--- src/logic/fac_params.svh ---
// Timing and field constants for the asynchronous memory port controller.
// ==========================================================================
// How it works
// Wait 1 ms after power-up before access.
// Power may drop once write strobe is high.
// Sleep input ignores chip select immediately.
// Data lines float within 20 ns of sleep.
// Sleep may follow last write with no gap.
// Sleep low 1 us; wait 450 us after wake.
// Write data latched on first rising strobe.
// Strobe-started write reads first, latches upper address.
// Hold low address bits 15 ns in page mode.
// Read needs output enable low, lanes selected.
// Write touches only selected byte lanes.
// Selects tie low only without byte writes.
// Low-bit address change gives page read.
// Same upper address, strobe fall: page write.
// Rising chip select pre-charges; high means standby.
`ifndef FAC_PARAMS_SVH
`define FAC_PARAMS_SVH

// ==========================================================================
// Clock and bus geometry.
`define FAC_CLK_PS 8000
`define FAC_AW 17
`define FAC_DW 16
`define FAC_TW 17
`define FAC_PAGE_LSB 2

// ==========================================================================
// Times in nanoseconds, the slow supply column where two are given.
`define FAC_PU_NS 1000000
`define FAC_ZZL_NS 1000
`define FAC_ZZEX_NS 450000
`define FAC_RD_NS 105
`define FAC_WC_NS 105
`define FAC_PRD_NS 40
`define FAC_WP_NS 22
`define FAC_PWC_NS 40
`define FAC_PC_NS 35
`define FAC_A10_NS 15

// ==========================================================================
// Reset values and limits.
`define FAC_CNT_ZERO 17'h00000
`define FAC_CNT_MAX 17'h1ffff
`define FAC_DATA_ZERO 16'h0000
`define FAC_SEL_OFF 2'h3

`endif

--- src/logic/fac_pkg.sv ---
// Types and cycle arithmetic shared by the memory port controller.
`include "fac_params.svh"

package fac_pkg;

	// ==================================================================
	// Request held by the controller: direction, address, data, lanes.
	typedef struct packed {
		logic write; // High for a write.
		logic [`FAC_AW-1:0] addr; // Word address.
		logic [`FAC_DW-1:0] wdata; // Write data.
		logic [1:0] be_n; // Lane selects, bit 1 upper, active low.
	} fac_req_t;

	// Strobe and address pins toward the memory.
	typedef struct packed {
		logic ce_n; // Chip select, active low.
		logic we_n; // Write strobe, active low.
		logic oe_n; // Output enable, active low.
		logic upper_byte_sel_n; // Upper lane select.
		logic lower_byte_sel_n; // Lower lane select.
		logic sleep_request_n; // Sleep request, active low.
		logic [`FAC_AW-1:0] addr; // Address pins.
	} fac_pins_t;

	// Controller states.
	typedef enum logic [2:0] {
		FAC_PWRUP, FAC_IDLE, FAC_ACC, FAC_GAP,
		FAC_OPEN, FAC_PRECH, FAC_SLEEP, FAC_WAKE
	} fac_state_t;

	// ==================================================================
	// Least time in ns to whole clock cycles, rounded up, at least one.
	function automatic int fac_cyc_up(input int ns);
		int c;
		c = (ns * 1000 + `FAC_CLK_PS - 1) / `FAC_CLK_PS;
		return (c < 1) ? 1 : c;
	endfunction : fac_cyc_up

	// Timer load value so that a state lasts the given least time.
	function automatic logic [`FAC_TW-1:0] fac_tval(input int ns);
		return `FAC_TW'(fac_cyc_up(ns) - 1);
	endfunction : fac_tval

endpackage : fac_pkg

--- src/logic/fac_timer.sv ---
// Down-counter that times all states of the memory port controller but idle and open.
`timescale 1ns/10ps
`include "fac_params.svh"

module fac_timer #(
	parameter logic [`FAC_TW-1:0] RST_VAL = `FAC_CNT_ZERO
) (
	// Clock, reset and enable.
	input wire logic clk_in,
	input wire logic sys_rst_in,
	input wire logic ce_in,
	// Load request and value.
	input wire logic load_in,
	input wire logic [`FAC_TW-1:0] val_in,
	// Expiry.
	output logic done_out
);
	import fac_pkg::*;

	logic [`FAC_TW-1:0] cnt; // Cycles still to run.

	// ==================================================================
	// Count down to zero; a load restarts the count.
	always_ff @(posedge clk_in) begin
		if (sys_rst_in) begin
			cnt <= RST_VAL;
		end else if (ce_in) begin
			if (load_in) begin
				cnt <= val_in;
			end else if (cnt != `FAC_CNT_ZERO) begin
				cnt <= cnt - `FAC_TW'(1);
			end
		end
	end

	// Zero means the state has lasted its time.
	assign done_out = (cnt == `FAC_CNT_ZERO);

endmodule : fac_timer

--- src/logic/fac_ctrl.sv ---
// Host controller driving an asynchronous nonvolatile memory port.
`timescale 1ns/10ps
`include "fac_params.svh"

module fac_ctrl #(
	parameter int unsigned PWRUP_CYC = fac_pkg::fac_cyc_up(`FAC_PU_NS),
	parameter int unsigned WAKE_CYC = fac_pkg::fac_cyc_up(`FAC_ZZEX_NS)
) (
	// Clock, reset and enable.
	input wire logic clk_in,
	input wire logic sys_rst_in,
	input wire logic ce_in,
	// User request side.
	input wire logic req_valid_in,
	input wire fac_pkg::fac_req_t req_in,
	output logic req_ready_out,
	output logic [`FAC_DW-1:0] rdata_out,
	output logic rvalid_out,
	// User power control.
	input wire logic sleep_req_in,
	output logic asleep_out,
	output logic pwr_off_ok_out,
	// Memory pins.
	output fac_pkg::fac_pins_t mem_out,
	input wire logic [`FAC_DW-1:0] dq_in,
	output logic [`FAC_DW-1:0] dq_out,
	output logic dq_oe_out
);
	import fac_pkg::*;

	localparam int ZZL_CYC = fac_cyc_up(`FAC_ZZL_NS); // Least sleep.
	localparam int A10_CYC = fac_cyc_up(`FAC_A10_NS); // Low bits hold.

	fac_state_t state; // Present state.
	fac_state_t next_state; // State after this edge.
	fac_req_t cur; // Request being served.
	fac_req_t next_cur; // Request served after this edge.
	logic pend; // A taken request waits behind a pre-charge.
	logic next_pend; // Pending flag after this edge.
	logic tld; // Restart the timer.
	logic [`FAC_TW-1:0] tval; // Timer restart value.
	logic tdone; // Timer expired.
	logic take; // A user request is taken this cycle.
	logic same_row; // Upper address matches the open row.
	// ==================================================================
	// State timer; its reset value is the power-up wait.
	fac_timer #(
		.RST_VAL(`FAC_TW'(PWRUP_CYC))
	) u_timer (
		.clk_in(clk_in),
		.sys_rst_in(sys_rst_in),
		.ce_in(ce_in),
		.load_in(tld),
		.val_in(tval),
		.done_out(tdone)
	);

	assign take = req_valid_in & req_ready_out;
	assign same_row = req_in.addr[`FAC_AW-1:`FAC_PAGE_LSB] ==
		cur.addr[`FAC_AW-1:`FAC_PAGE_LSB];
	// ==================================================================
	// Next state, held request and timer reload.
	always_comb begin
		next_state = state;
		next_cur = cur;
		next_pend = pend;
		tld = 1'b0;
		tval = `FAC_CNT_ZERO;
		unique case (state)
			FAC_PWRUP: begin
				// No access until the supply has settled.
				if (tdone) begin
					next_state = FAC_IDLE;
				end
			end
			FAC_IDLE: begin
				if (take) begin
					// Fresh row: full random cycle time.
					next_state = FAC_ACC;
					next_cur = req_in;
					tld = 1'b1;
					tval = req_in.write ? fac_tval(`FAC_WC_NS) :
						fac_tval(`FAC_RD_NS);
				end else if (sleep_req_in) begin
					// A taken request is never dropped; sleep waits.
					next_state = FAC_SLEEP;
					tld = 1'b1;
					tval = fac_tval(`FAC_ZZL_NS);
				end
			end
			FAC_ACC: begin
				if (tdone) begin
					next_state = cur.write ? FAC_GAP : FAC_OPEN;
					tld = cur.write;
					tval = fac_tval(`FAC_PWC_NS - `FAC_WP_NS);
				end
			end
			FAC_GAP: begin
				// Strobe stays high long enough for the page cycle.
				if (tdone) begin
					next_state = FAC_OPEN;
				end
			end
			FAC_OPEN: begin
				if (take && same_row) begin
					// Row stays open: short page access.
					next_state = FAC_ACC;
					next_cur = req_in;
					tld = 1'b1;
					tval = req_in.write ? fac_tval(`FAC_WP_NS) :
						fac_tval(`FAC_PRD_NS);
				end else if (take) begin
					// New row: close the old one first.
					next_state = FAC_PRECH;
					next_cur = req_in;
					next_pend = 1'b1;
					tld = 1'b1;
					tval = fac_tval(`FAC_PC_NS);
				end else if (sleep_req_in) begin
					// Sleep after the last write still goes through a pre-charge first.
					next_state = FAC_PRECH;
					tld = 1'b1;
					tval = fac_tval(`FAC_PC_NS);
				end
			end
			FAC_PRECH: begin
				if (tdone && pend) begin
					next_state = FAC_ACC;
					next_pend = 1'b0;
					tld = 1'b1;
					tval = cur.write ? fac_tval(`FAC_WC_NS) :
						fac_tval(`FAC_RD_NS);
				end else if (tdone && sleep_req_in) begin
					next_state = FAC_SLEEP;
					tld = 1'b1;
					tval = fac_tval(`FAC_ZZL_NS);
				end else if (tdone) begin
					next_state = FAC_IDLE;
				end
			end
			FAC_SLEEP: begin
				// Least low time is kept even if the user lets go.
				if (tdone && !sleep_req_in) begin
					next_state = FAC_WAKE;
					tld = 1'b1;
					tval = `FAC_TW'(WAKE_CYC - 1);
				end
			end
			FAC_WAKE: begin
				// Full wake-up time before any access.
				if (tdone) begin
					next_state = FAC_IDLE;
				end
			end
		endcase
	end
	// ==================================================================
	// State, request and pending flag.
	always_ff @(posedge clk_in) begin
		if (sys_rst_in) begin
			state <= FAC_PWRUP;
			cur <= '0;
			pend <= 1'b0;
		end else if (ce_in) begin
			state <= next_state;
			cur <= next_cur;
			pend <= next_pend;
		end
	end
	// ==================================================================
	// Pins follow the next state so every pin leaves a flip-flop.
	always_ff @(posedge clk_in) begin
		if (sys_rst_in) begin
			mem_out <= {1'b1, 1'b1, 1'b1, `FAC_SEL_OFF, 1'b1, `FAC_AW'(0)};
			dq_out <= `FAC_DATA_ZERO;
			dq_oe_out <= 1'b0;
		end else if (ce_in) begin
			mem_out.sleep_request_n <= next_state != FAC_SLEEP;
			mem_out.addr <= next_cur.addr;
			dq_out <= next_cur.wdata;
			if (next_state == FAC_ACC) begin
				// Lanes come from the request, never tied.
				mem_out.ce_n <= 1'b0;
				mem_out.we_n <= !next_cur.write;
				mem_out.oe_n <= next_cur.write;
				{mem_out.upper_byte_sel_n, mem_out.lower_byte_sel_n}
					<= next_cur.be_n;
				dq_oe_out <= next_cur.write;
			end else begin
				// Chip select only stays low while the row is open.
				mem_out.ce_n <= !(next_state == FAC_GAP ||
					next_state == FAC_OPEN);
				mem_out.we_n <= 1'b1;
				mem_out.oe_n <= 1'b1;
				{mem_out.upper_byte_sel_n, mem_out.lower_byte_sel_n}
					<= `FAC_SEL_OFF;
				dq_oe_out <= 1'b0;
			end
		end
	end
	// ==================================================================
	// User answers: ready, read data and power status.
	always_ff @(posedge clk_in) begin
		if (sys_rst_in) begin
			req_ready_out <= 1'b0;
			rdata_out <= `FAC_DATA_ZERO;
			rvalid_out <= 1'b0;
			asleep_out <= 1'b0;
			pwr_off_ok_out <= 1'b0;
		end else if (ce_in) begin
			req_ready_out <= (next_state == FAC_IDLE ||
				next_state == FAC_OPEN) && !sleep_req_in;
			rvalid_out <= state == FAC_ACC && tdone && !cur.write;
			if (state == FAC_ACC && tdone && !cur.write) begin
				rdata_out <= dq_in;
			end
			asleep_out <= next_state == FAC_SLEEP;
			// Supply may drop once the strobe is high again.
			pwr_off_ok_out <= next_state != FAC_PWRUP &&
				!(next_state == FAC_ACC && next_cur.write);
		end
	end
	// ==================================================================
	// Helper counters read only by the checks below.
	logic [`FAC_TW-1:0] up_cnt; // Cycles since reset.
	logic [`FAC_TW-1:0] zz_cnt; // Cycles with sleep low.
	logic [`FAC_TW-1:0] wk_cnt; // Cycles since sleep released.
	always_ff @(posedge clk_in) begin
		if (sys_rst_in) begin
			up_cnt <= `FAC_CNT_ZERO;
			zz_cnt <= `FAC_CNT_ZERO;
			wk_cnt <= `FAC_CNT_MAX;
		end else if (ce_in) begin
			if (up_cnt != `FAC_CNT_MAX) begin
				up_cnt <= up_cnt + `FAC_TW'(1);
			end
			zz_cnt <= mem_out.sleep_request_n ? `FAC_CNT_ZERO :
				zz_cnt + `FAC_TW'(1);
			if (!mem_out.sleep_request_n) begin
				wk_cnt <= `FAC_CNT_ZERO;
			end else if (wk_cnt != `FAC_CNT_MAX) begin
				wk_cnt <= wk_cnt + `FAC_TW'(1);
			end
		end
	end
	property p_pwrup_wait;
		@(posedge clk_in) disable iff (sys_rst_in)
		$fell(mem_out.ce_n) |-> up_cnt >= PWRUP_CYC;
	endproperty
	a_pwrup_wait: assert property (p_pwrup_wait)
		else $error("Access started before power-up wait.");
	property p_pwr_off;
		@(posedge clk_in) disable iff (sys_rst_in)
		pwr_off_ok_out |-> mem_out.we_n;
	endproperty
	a_pwr_off: assert property (p_pwr_off)
		else $error("Power-off flagged while write strobe low.");
	property p_sleep_entry;
		@(posedge clk_in) disable iff (sys_rst_in)
		!mem_out.sleep_request_n |-> mem_out.ce_n && mem_out.we_n &&
			!dq_oe_out;
	endproperty
	a_sleep_entry: assert property (p_sleep_entry)
		else $error("Strobes or data active during sleep.");
	property p_sleep_len;
		@(posedge clk_in) disable iff (sys_rst_in)
		$rose(mem_out.sleep_request_n) |-> $past(zz_cnt) >= ZZL_CYC - 1;
	endproperty
	a_sleep_len: assert property (p_sleep_len)
		else $error("Sleep request held low too briefly.");
	property p_wake_wait;
		@(posedge clk_in) disable iff (sys_rst_in)
		$fell(mem_out.ce_n) |-> wk_cnt >= WAKE_CYC;
	endproperty
	a_wake_wait: assert property (p_wake_wait)
		else $error("Access started before wake-up time.");
	property p_page_hold;
		@(posedge clk_in) disable iff (sys_rst_in)
		!mem_out.ce_n && !$past(mem_out.ce_n) &&
			$changed(mem_out.addr[1:0]) |=>
			$stable(mem_out.addr[1:0]) || A10_CYC < 2;
	endproperty
	a_page_hold: assert property (p_page_hold)
		else $error("Low address bits changed too soon.");
	property p_lanes;
		@(posedge clk_in) disable iff (sys_rst_in)
		$fell(mem_out.we_n) |-> {mem_out.upper_byte_sel_n,
			mem_out.lower_byte_sel_n} == cur.be_n && dq_oe_out;
	endproperty
	a_lanes: assert property (p_lanes)
		else $error("Write lanes differ from request.");
	property p_page_row;
		@(posedge clk_in) disable iff (sys_rst_in)
		!mem_out.ce_n && !$past(mem_out.ce_n) |->
			$stable(mem_out.addr[`FAC_AW-1:`FAC_PAGE_LSB]);
	endproperty
	a_page_row: assert property (p_page_row)
		else $error("Upper address changed while row open.");
endmodule : fac_ctrl

--- config.mk ---
export PLATFORM = sky130hd
export DESIGN_NAME = fac_ctrl
export DESIGN_NICKNAME = d
export VERILOG_FILES = /design/src/logic/fac_pkg.sv /design/src/logic/fac_timer.sv /design/src/logic/fac_ctrl.sv
export VERILOG_INCLUDE_DIRS = /design/src /design/src/logic
export SDC_FILE = /design/constraint.sdc
export NUM_CORES = 1
export LEC_CHECK = 0
export BUFFER_PORTS_ARGS = -buffer_cell sky130_fd_sc_hd__buf_4
export CAP_MARGIN = 20
export CORE_ASPECT_RATIO = 0.5
export CORE_MARGIN = 3
export CORE_UTILIZATION = 30
export CTS_CLUSTER_DIAMETER = 60
export DETAILED_ROUTE_END_ITERATION = 16
export GPL_ROUTABILITY_DRIVEN = 0
export PLACE_DENSITY_LB_ADDON = 0.3
export SLEW_MARGIN = 0
export SYNTH_ARGS = -nofsm -noshare
export SYNTH_HDL_FRONTEND = slang
export SYNTH_SLANG_ARGS = --single-unit
--- constraint.sdc ---
create_clock -name clk_in -period 3.3 [get_ports clk_in]
set_clock_uncertainty 0.15 [all_clocks]
set_input_delay 0.825 -clock clk_in [delete_from_list [all_inputs] [get_ports clk_in]]
set_output_delay 0.825 -clock clk_in [all_outputs]
set_load 0.05 [all_outputs]
==> reports/qor.csv, run 1 <==
stage,metric,value,unit
drt,vias_per_cell,4.91,
clocking,clock-sinks,84,
power_and_ir_drop,pwr_density_cell,417,nW/um2
worst_hold_path,hold_depth,2,
clocking,cts_inserted_buffers,9,
critical_path,critPathKind,reg2reg,
power_and_ir_drop,cellLeakagePower,2.09,nW
sta,finalCritPeriodShare,0.840,
cells_and_area,final_common_cell,buf_4,
drt,vias,4084,
yosys,netlist_area,4310,um2
floorplan,io_pins,117,
yosys,seq_area_frac_synth,0.390,
drt,antenna_left,0,
critical_path,worst_ep_arrival_time,2.90,ns
sta,slew_headroom,0.599,
cells_and_area,drive_gt1_frac,0.245,
clocking,path_clk_slew,0.06,ns
floorplan,rows,30,
sta,tns,0,ns
run_status,status,finished clean,
global_routing,grt_max_degree,46,
place,io_buffer_count,116,
drt,wl,11800,um
yosys,yosys_warnings,0,
sta,worst_pin_slew,0.601,ns
clocking,cts_tree,yes,
sta,finalSetupViolations,0,
clocking,holdBufCountCts,0,
sta,hold_viol,0,
flow_run,cap_violations,0,
sta,drv_slew,0,
floorplan,dieArea,15900,um2
power_and_ir_drop,irDropWorstVdd,269,uV
floorplan,fp.dieW,176,um
yosys,synth_edf_count,0,
sta,fmax,361,MHz
drt,drc_errors,0,
clocking,post_cts_resized,0,
global_routing,track_usage,0.145,
clocking,post_cts_buffers,0,
yosys,synthArstFlopShare,0,
floorplan,die_y,90.8,um
yosys,ys.flop_type,dfxtp_1,
yosys,synth-seq-cells,84,
yosys,ys_types,60,
cells_and_area,insertedDiodeCount,0,
floorplan,start_util,0.312,
cells_and_area,nNetsFinal,694,
cells_and_area,seq_area,1680,um2
drt,wire_per_inst,14.2,um
place,dp_hpwl,8610,um
clocking,cts_max_level,3,
global_routing,grt-ovfl-total,0,
cells_and_area,fillerInstances,1451,
global_routing,antenna_found_initial,0,
drt,drtIter0Drc,268,
cells_and_area,area.growth.synth_to_final,25.8,%
drt,dr.pass1.iters,5,
critical_path,critPathRequiredTime,3.43,ns
clocking,clockBufferDepth,2,
global_routing,grt_pass1_wl,19300,um
sta,min_period,2.77,ns
sta,holdWs,0.302,ns
yosys,synth_cells,558,
cells_and_area,final_cell_mix,"buf_4 (128), nand2_1 (127), dfxtp_1 (84)",
critical_path,reg2reg_depth,9,
clocking,cts_root_buf,clkbuf_16,
place,place_area,5160,um2
cells_and_area,design_area,5430,um2
worst_hold_path,hp-class,reg2reg,
yosys,syn_area_per_cell,7.73,um2
critical_path,cp-end-kind,flip-flop,
yosys,syn_nets,617,
cells_and_area,multi_input_area,2240,um2
clocking,clock_latency,0.34,ns
power_and_ir_drop,p_total,0.00226,W
critical_path,cp-start-kind,flip-flop,
sta,rsz0062_at_grt,false,
critical_path,worstPathMaxFanout,10,
global_routing,grt_pass1_vias,3744,
floorplan,fp.coreArea,13800,um2
stage by stage:
stage / util / cells / setup WS, ns
finish: 0.393 / 832 / 0.528
global route: 0.393 / 832 / 0.316
CTS: 0.393 / 832 / 0.572
detailed placement: 0.373 / 816 / 0.256
global placement: 0.373 / 816 / 0.314
floorplan: - / 558 / 0.576
state kept, by name (all words and copies together) (netlist names):
register and cells:
asleep_out 1, pwr_off_ok_out 1, dq_out 16, u_timer.cnt 17, dq_oe_out 1, rdata_out 16
pend 1, rvalid_out 1, req_ready_out 1, state 3, cur 3, mem_out 23
worst max-delay path: stages (launching register included):
cell and delay (ns):
dfxtp_1 0.36, inv_1 0.12, ha_1 0.20, nor4b_2 0.30, nand4_2 0.36, o21ai_0 0.28
o21bai_1 0.16, nand3_1 0.19, nor4_4 0.42, a22o_1 0.19
layout make-up:
cell class,instances,share of cell area
Clock buffer,10,0.0422
Clock inverter,6,0.00761
Inverter,9,0.00622
Multi-Input combinational cell,403,0.413
Sequential cell,84,0.310
Tap cell,192,0.0443
Timing Repair Buffer,128,0.177
Yosys cell counts, types with 2 or more instances:
library cell  number  area, um2
a21oi_1           75        375
o211ai_1           4       30.0
a211oi_1           9       67.6
xnor2_1            3       26.3
nor3b_1            5       37.5
a31oi_1            4       25.0
nor4_2             3       37.5
ha_1               2       25.0
buf_2              3       15.0
o41ai_1            2       17.5
nand2_1          127        477
nor3_1            13       65.1
a221o_1            4       40.0
a32oi_1            2       17.5
a21o_1             6       45.0
inv_1              8       30.0
nand2b_1           9       56.3
nand3_1            5       25.0
nor2b_1            2       12.5
o21bai_1           2       15.0
nor4_1            11       68.8
a311oi_1           2       17.5
and3_1             2       12.5
nand4b_1           2       17.5
o21ai_0           18       90.1
or3_1              2       12.5
nand4_1            3       18.8
xor2_1            17        149
o22ai_1            2       12.5
nor2_1            39        146
o31ai_1            2       15.0
buf_4             34        255
mux2i_1            3       30.0
clkbuf_1          24       90.1
dfxtp_1           84       1680
cell families (layout without fill, tap and decap cells):
group                      count (synthesis)  count (layout)  share of synthesized area
xor gates and xnor gates                  20              20                     0.0406
buffers and inverters                     71             153                     0.0925
AOI/OAI and AO/OA                        142             142                      0.202
muxes                                      3               3                    0.00696
DFF                                       84              84                      0.390
and+or+nand+nor                          236             236                      0.263
adders and majority gates                  2               2                    0.00580
report_power, final:
group / leakage, nW / internal, W / switching, W
combinational: 1.28 / 0.000120 / 0.000155
clock: 0.136 / 0.000510 / 0.000407
sequential: 0.680 / 0.00104 / 0.0000343
worst paths after layout:
check / from / end / slack [ns]
max: u_timer.cnt[0]$_SDFFE_PP0P_ / dq_oe_out$_SDFFE_PP0P_ / 0.53
min: rdata_out[6]$_SDFFE_PP0P_ / rdata_out[6]$_SDFFE_PP0P_ / 0.30
max reg2reg: u_timer.cnt[0]$_SDFFE_PP0P_ / dq_oe_out$_SDFFE_PP0P_ / 0.53
min reg2reg: rdata_out[6]$_SDFFE_PP0P_ / rdata_out[6]$_SDFFE_PP0P_ / 0.30
routing by layer:
metal | vias up | share of wire | global-route usage | wire length [um]
li1 | 2060 | - | - | -
met3 | 12 | 0.051 | 0.0407 | 597
met5 | - | 0 | 0 | 0
met2 | 95 | 0.46 | 0.226 | 5410
met1 | 1917 | 0.48 | 0.199 | 5660
met4 | 0 | 0.0097 | 0.0323 | 114
Power figures use the tool's default switching activity.
==> inputs of run 2 (changes only) <==
==> constraint.sdc (replaced) <==
create_clock -name clk_in -period 2.5 [get_ports clk_in]
set_clock_uncertainty 0.15 [all_clocks]
set_input_delay 0.625 -clock clk_in [delete_from_list [all_inputs] [get_ports clk_in]]
set_output_delay 0.625 -clock clk_in [all_outputs]
set_load 0.05 [all_outputs]
==> run 2 against run 1 <==
- sequential share of layout area shrank 2.9 points
- die area stayed put
- power up 48%
- combinational power grew 67%
- final cell count grew 6.5%
- design area grew 10%
- wire length increased by 9.1%
- maximum frequency increased by 14%
- via count is 6.8% higher
- count of clock-buffer cells in the layout unchanged
- highest routed layer unchanged
==> reports/qor.csv, run 2 (synthesized netlist as in run 1, its figures left out) <==
stage,metric,value,unit,change
run_status,status,finished clean,,unchanged
place,io_buffer_count,116,,unchanged
critical_path,cpPeakStageDelay,0.35,ns,was 0.42 ns
sta,drv_slew,0,,unchanged
critical_path,cp-start-kind,flip-flop,,unchanged
sta,tns,0,ns,unchanged
cells_and_area,layout.cells.non_filler,886,,was 832
drt,vias,4363,,was 4084
sta,rsz0062_at_grt,true,,was false
drt,m1WireLength,5820,um,was 5660 um
sta,min_period,2.43,ns,was 2.77 ns
floorplan,io_pins,117,,unchanged
power_and_ir_drop,irDropWorstVdd,244,uV,was 269 uV
clocking,clock_latency,0.34,ns,about the same
clocking,clockBufferDepth,2,,unchanged
drt,drc_errors,0,,unchanged
critical_path,critPathRequiredTime,2.57,ns,was 3.43 ns
critical_path,reg2reg_depth,10,,was 9
global_routing,grt_pass1_vias,4125,,was 3744
cells_and_area,area.growth.synth_to_final,38.9,%,was 25.8%
drt,top_layer,met4,,unchanged
power_and_ir_drop,switching_share,0.253,,was 0.264
clocking,path_clk_slew,0.07,ns,was 0.06 ns
sta,holdWs,0.301,ns,was 0.302 ns
drt,wl,12900,um,was 11800 um
power_and_ir_drop,p_comb_frac,0.138,,was 0.122
global_routing,grt_max_degree,37,,was 46
clocking,cts_inserted_buffers,9,,unchanged
floorplan,fp.dieW,176,um,unchanged
critical_path,slowest_stage,and4_2,,was nor4_4
sta,worst_pin_slew,0.543,ns,was 0.601 ns
power_and_ir_drop,cellLeakagePower,2.40,nW,was 2.09 nW
place,dp_hpwl,9580,um,was 8610 um
drt,antenna_left,0,,unchanged
critical_path,cp-end-kind,flip-flop,,unchanged
worst_hold_path,hold_depth,2,,unchanged
critical_path,worst_ep_arrival_time,2.50,ns,was 2.90 ns
critical_path,path_buf_inv,2,,was 1
clocking,clock-sinks,84,,unchanged
sta,hold_viol,0,,unchanged
cells_and_area,drive_gt1_frac,0.317,,was 0.245
cells_and_area,final_common_cell,buf_4,,unchanged
floorplan,rows,30,,unchanged
global_routing,grt_pass1_wl,20700,um,was 19300 um
global_routing,track_usage,0.157,,was 0.145
drt,dr.pass1.iters,5,,unchanged
sta,finalSetupViolations,0,,unchanged
clocking,cts_root_buf,clkbuf_16,,unchanged
global_routing,antenna_found_initial,0,,unchanged
floorplan,dieArea,15900,um2,unchanged
sta,slew_headroom,0.634,,was 0.599
floorplan,die_y,90.8,um,unchanged
cells_and_area,final_util,0.434,,was 0.393
power_and_ir_drop,p_clk_frac,0.443,,was 0.405
power_and_ir_drop,p_sw,0.000845,W,was 0.000596 W
clocking,cts_tree,yes,,unchanged
sta,finalCritPeriodShare,0.971,,was 0.840
cells_and_area,final_cell_mix,"buf_4 (180), nand2_1 (126), dfxtp_1 (84)",,"was buf_4 (128), nand2_1 (127), dfxtp_1 (84)"
critical_path,crit_family,simple AND/OR/NAND/NOR gates,,unchanged
floorplan,start_util,0.312,,unchanged
power_and_ir_drop,seqPwrFrac,0.419,,was 0.473
place,dp.cells,868,,was 816
cells_and_area,nNetsFinal,748,,was 694
critical_path,critPathKind,reg2reg,,unchanged
power_and_ir_drop,pwr_density_cell,557,nW/um2,was 417 nW/um2
critical_path,crit_chain,inv_1 > ha_1 > nor4b_4 > and4_2 > nand3b_1 > a21o_1 > and3_1 > buf_4 > a32oi_1 > o21ai_0,,was inv_1 > ha_1 > nor4b_2 > nand4_2 > o21ai_0 > o21bai_1 > nand3_1 > nor4_4 > a22o_1
drt,wire_per_inst,14.5,um,was 14.2 um
drt,drtIter0Drc,228,,was 268
sta,fmax,412,MHz,was 361 MHz
cells_and_area,insertedDiodeCount,0,,unchanged
power_and_ir_drop,p_total,0.00334,W,was 0.00226 W
flow_run,cap_violations,0,,unchanged
global_routing,grt-ovfl-total,0,,unchanged
critical_path,worstPathMaxFanout,4,,was 10
drt,wl_met3,885,um,was 597 um
cells_and_area,largest_register_ffs,23,,unchanged
power_and_ir_drop,p_int,0.00249,W,was 0.00167 W
floorplan,fp.coreArea,13800,um2,unchanged
clocking,cts_max_level,3,,unchanged
drt,routed-wl-met2,5950,um,was 5410 um
cells_and_area,largest_registers,"mem_out x23, u_timer.cnt x17",,unchanged
critical_path,path_depth,10,,was 9
worst_hold_path,hp-class,reg2reg,,unchanged
cells_and_area,regMostFlops,mem_out,,unchanged
drt,vias_per_cell,4.92,,was 4.91
-- run 2: cell count changes in the layout (fill, tap and decap cells not counted), moves of 3 or more --
cell and change:
buf_4 +52, clkinv_2 -3, clkinv_4 -3, nor4_1 -3
inv_6 +3
-- run 2: metrics by stage --
stage                     cell area [um2]  setup slack, ns
final                                5990           0.0734
after global routing                 5990          -0.0509
after detailed placement             5570           -0.337
after CTS                            5910          0.00617
after floorplan                      4310          0.00318
after global placement               5570           -0.258
-- run 2: power by group through the flow --
stage	Clock, W	Sequential, W	Combinational (W)
floorplan	0	0.00144	0.000211
global placement	0	0.00143	0.000440
detailed placement	0	0.00143	0.000444
CTS	0.00153	0.00140	0.000445
global route	0.00158	0.00140	0.000499
finish	0.00148	0.00140	0.000460
-- run 2: timing repair --
| action | in CTS | in global routing |
|---|---|---|
| hold buffers | 0 | 0 |
| pin swaps | 1 | 3 |
| endpoints found under the hold margin | 0 | 0 |
| setup buffers | 0 | 2 |
| endpoints found under the setup margin | 1 | 21 |
| gates resized for setup | 0 | 13 |
-- run 2: cell type report --
cell class	instances	area (um2)
clock buffers	10	239
clock inverters	6	93.8
fillers	1392	7820
inverters	9	33.8
multi-input cells	403	2310
flip-flops and latches	84	1680
well taps	192	240
repair buffers	182	1390
-- run 2: per-layer routing --
metal | track usage | up-vias
li1 | - | 2170
met1 | 0.203 | 2044
met2 | 0.252 | 134
met3 | 0.0441 | 15
met4 | 0.0533 | 0
met5 | 0 | -
-- run 2: path summary, 6_finish.rpt --
check	start	end	slack (ns)
hold reg to reg	rdata_out[7]$_SDFFE_PP0P_	rdata_out[7]$_SDFFE_PP0P_	0.30
hold / removal	rdata_out[7]$_SDFFE_PP0P_	rdata_out[7]$_SDFFE_PP0P_	0.30
setup / recovery	u_timer.cnt[0]$_SDFFE_PP0P_	req_ready_out$_SDFFE_PP0P_	0.07
setup reg to reg	u_timer.cnt[0]$_SDFFE_PP0P_	req_ready_out$_SDFFE_PP0P_	0.07
-- run 2: worst reg2reg max path, stage by stage (launching register included) --
cell,delay (ns)
dfxtp_1,0.31
inv_1,0.07
ha_1,0.19
nor4b_4,0.29
and4_2,0.35
nand3b_1,0.11
a21o_1,0.21
and3_1,0.19
buf_4,0.16
a32oi_1,0.16
o21ai_0,0.12
==> inputs of run 3 (changes only) <==
==> constraint.sdc (replaced) <==
create_clock -name clk_in -period 2.9 [get_ports clk_in]
set_clock_uncertainty 0.15 [all_clocks]
set_input_delay 0.725 -clock clk_in [delete_from_list [all_inputs] [get_ports clk_in]]
set_output_delay 0.725 -clock clk_in [all_outputs]
set_load 0.05 [all_outputs]
==> run 3 against run 2 <==
- wire length down 5.5%
- register-to-register slack gained 0.05 ns
- maximum frequency fell by 13%
- critical path type unchanged
- sequential share of layout area up 1.9 points
- core utilization decreased by 2.8 points
- largest power group unchanged
- clock power shrank 13%
- final cell count down 4.7%
- largest cell class unchanged
- highest routed layer unchanged
==> reports/qor.csv, run 3 (synthesized netlist as in run 1, its figures left out) <==
stage,metric,value,unit,change
critical_path,regToRegStartpoint,u_timer.cnt[13]$_SDFFE_PP1P_,,was u_timer.cnt[0]$_SDFFE_PP0P_
power_and_ir_drop,irDropWorstVdd,253,uV,was 244 uV
drt,wire_per_inst,14.4,um,was 14.5 um
sta,finalSetupViolations,0,,unchanged
critical_path,reg2reg_depth,8,,was 10
cells_and_area,final_cell_mix,"buf_4 (139), nand2_1 (127), dfxtp_1 (84)",,"was buf_4 (180), nand2_1 (126), dfxtp_1 (84)"
worst_hold_path,hp-start,rdata_out[7]$_SDFFE_PP0P_,,unchanged
run_status,status,finished clean,,unchanged
cells_and_area,largest_register_ffs,23,,unchanged
drt,antenna_left,0,,unchanged
sta,drv_slew,0,,unchanged
clocking,cts_inserted_buffers,9,,unchanged
sta,min_period,2.78,ns,was 2.43 ns
drt,wl,12100,um,was 12900 um
clocking,cts_root_buf,clkbuf_16,,unchanged
clocking,clockBufferDepth,2,,unchanged
worst_hold_path,hold_depth,2,,unchanged
clocking,cts_tree,yes,,unchanged
critical_path,worstPathMaxFanout,5,,was 4
cells_and_area,layout.cells.non_filler,844,,was 886
sta,fmax,360,MHz,was 412 MHz
critical_path,reg2reg_to,mem_out[17]$_SDFFE_PP1P_,,was req_ready_out$_SDFFE_PP0P_
clocking,clock_latency,0.34,ns,about the same
place,dp_hpwl,8750,um,was 9580 um
drt,dr.pass1.iters,4,,was 5
drt,drtIter0Drc,267,,was 228
critical_path,critPathKind,reg2reg,,unchanged
cells_and_area,area.growth.synth_to_final,30.1,%,was 38.9%
cells_and_area,final_util,0.406,,was 0.434
sta,holdWs,0.301,ns,about the same
critical_path,critPathRequiredTime,2.97,ns,was 2.57 ns
cells_and_area,final_common_cell,buf_4,,unchanged
clocking,path_clk_slew,0.06,ns,was 0.07 ns
floorplan,fp.dieW,176,um,unchanged
flow_run,cap_violations,0,,unchanged
cells_and_area,nNetsFinal,706,,was 748
power_and_ir_drop,pwr_density_cell,507,nW/um2,was 557 nW/um2
worst_hold_path,worstHoldEndpoint,rdata_out[7]$_SDFFE_PP0P_,,unchanged
floorplan,die_y,90.8,um,unchanged
clocking,post_cts_buffers,0,,unchanged
drt,vias_per_cell,4.92,,about the same
global_routing,grt_max_degree,50,,was 37
floorplan,io_pins,117,,unchanged
cells_and_area,insertedDiodeCount,0,,unchanged
critical_path,cp-start-kind,flip-flop,,unchanged
drt,drc_errors,0,,unchanged
floorplan,rows,30,,unchanged
floorplan,start_util,0.312,,unchanged
power_and_ir_drop,cellLeakagePower,2.18,nW,was 2.40 nW
global_routing,grt-ovfl-total,0,,unchanged
place,io_buffer_count,116,,unchanged
floorplan,fp.coreArea,13800,um2,unchanged
sta,slew_headroom,0.502,,was 0.634
critical_path,worst_ep_arrival_time,2.85,ns,was 2.50 ns
power_and_ir_drop,p_total,0.00284,W,was 0.00334 W
global_routing,grt_pass1_wl,19700,um,was 20700 um
clocking,clock-sinks,84,,unchanged
floorplan,dieArea,15900,um2,unchanged
global_routing,grt_pass1_vias,3862,,was 4125
critical_path,cp-end-kind,flip-flop,,unchanged
sta,worst_pin_slew,0.741,ns,was 0.543 ns
global_routing,antenna_found_initial,0,,unchanged
worst_hold_path,hp-class,reg2reg,,unchanged
place,dp.cells,828,,was 868
cells_and_area,drive_gt1_frac,0.259,,was 0.317
sta,finalCritPeriodShare,0.959,,was 0.971
cells_and_area,largest_registers,"mem_out x23, u_timer.cnt x17",,unchanged
drt,vias,4154,,was 4363
critical_path,r2r_setup_slack,0.12,ns,was 0.07 ns
cells_and_area,regMostFlops,mem_out,,unchanged
sta,hold_viol,0,,unchanged
global_routing,track_usage,0.149,,was 0.157
clocking,holdBufCountCts,0,,unchanged
cells_and_area,fillerInstances,1477,,was 1392
clocking,cts_max_level,3,,unchanged
## run 3: area by class of cell
class,count,area [um2],area share
clock buffers,12,236,0.0422
clock inverters,4,97.6,0.0174
inverters,9,33.8,0.00602
multi-input cells,403,2260,0.402
flip-flops and latches,84,1680,0.300
well taps,192,240,0.0428
repair buffers,140,1060,0.190
## run 3: where the power goes
part / total, W / internal (W) / switching [W]
clock network: 0.00129 / 0.000843 / 0.000450
logic: 0.000340 / 0.000150 / 0.000190
registers: 0.00121 / 0.00118 / 0.0000330
total: 0.00284 / 0.00217 / 0.000673
## run 3: worst max-delay path by stage
stage,startpoint,endpoint,slack [ns],cells past startpoint
floorplan,sleep_req_in,u_timer.cnt[3]$_SDFFE_PP1P_,0.28,7
finish,u_timer.cnt[13]$_SDFFE_PP1P_,mem_out[17]$_SDFFE_PP1P_,0.12,8
detailed placement,req_in[25],dq_oe_out$_SDFFE_PP0P_,-0.06,8
CTS,u_timer.cnt[0]$_SDFFE_PP0P_,dq_oe_out$_SDFFE_PP0P_,0.19,9
global placement,req_in[23],dq_oe_out$_SDFFE_PP0P_,-0.02,8
global route,u_timer.cnt[0]$_SDFFE_PP0P_,mem_out[17]$_SDFFE_PP1P_,-0.03,10
## run 3: critical path, cell delays in order, from the launching register on
cell	delay (ns)
dfxtp_1	0.35
nor4_1	0.66
and4_2	0.43
nand3b_1	0.11
a21o_1	0.21
and3_1	0.16
buf_4	0.15
nor4_1	0.37
nor2_1	0.08
## run 3: repair_timing
item                                   in CTS  in global routing
endpoints found under the hold margin       0                  0
setup endpoints to repair                   0                  6
gates resized for setup                     0                  3
## run 3: layer usage
layer  global-route usage  vias up  wire, um
met1                0.199     1940      5730
met2                0.234      107      5520
met4               0.0441        0       225
li1                     -     2086         -
met5                    0        -         0
met3               0.0437       21       666
## run 3: stage by stage
stage	TNS (ns)	worst slack [ns]	instance area, um2
after floorplan	0	0.276	4310
after CTS	0	0.190	5590
after detailed placement	-0.252	-0.0574	5260
after global placement	-0.0725	-0.0233	5260
final	0	0.119	5610
after global routing	-0.0534	-0.0279	5610
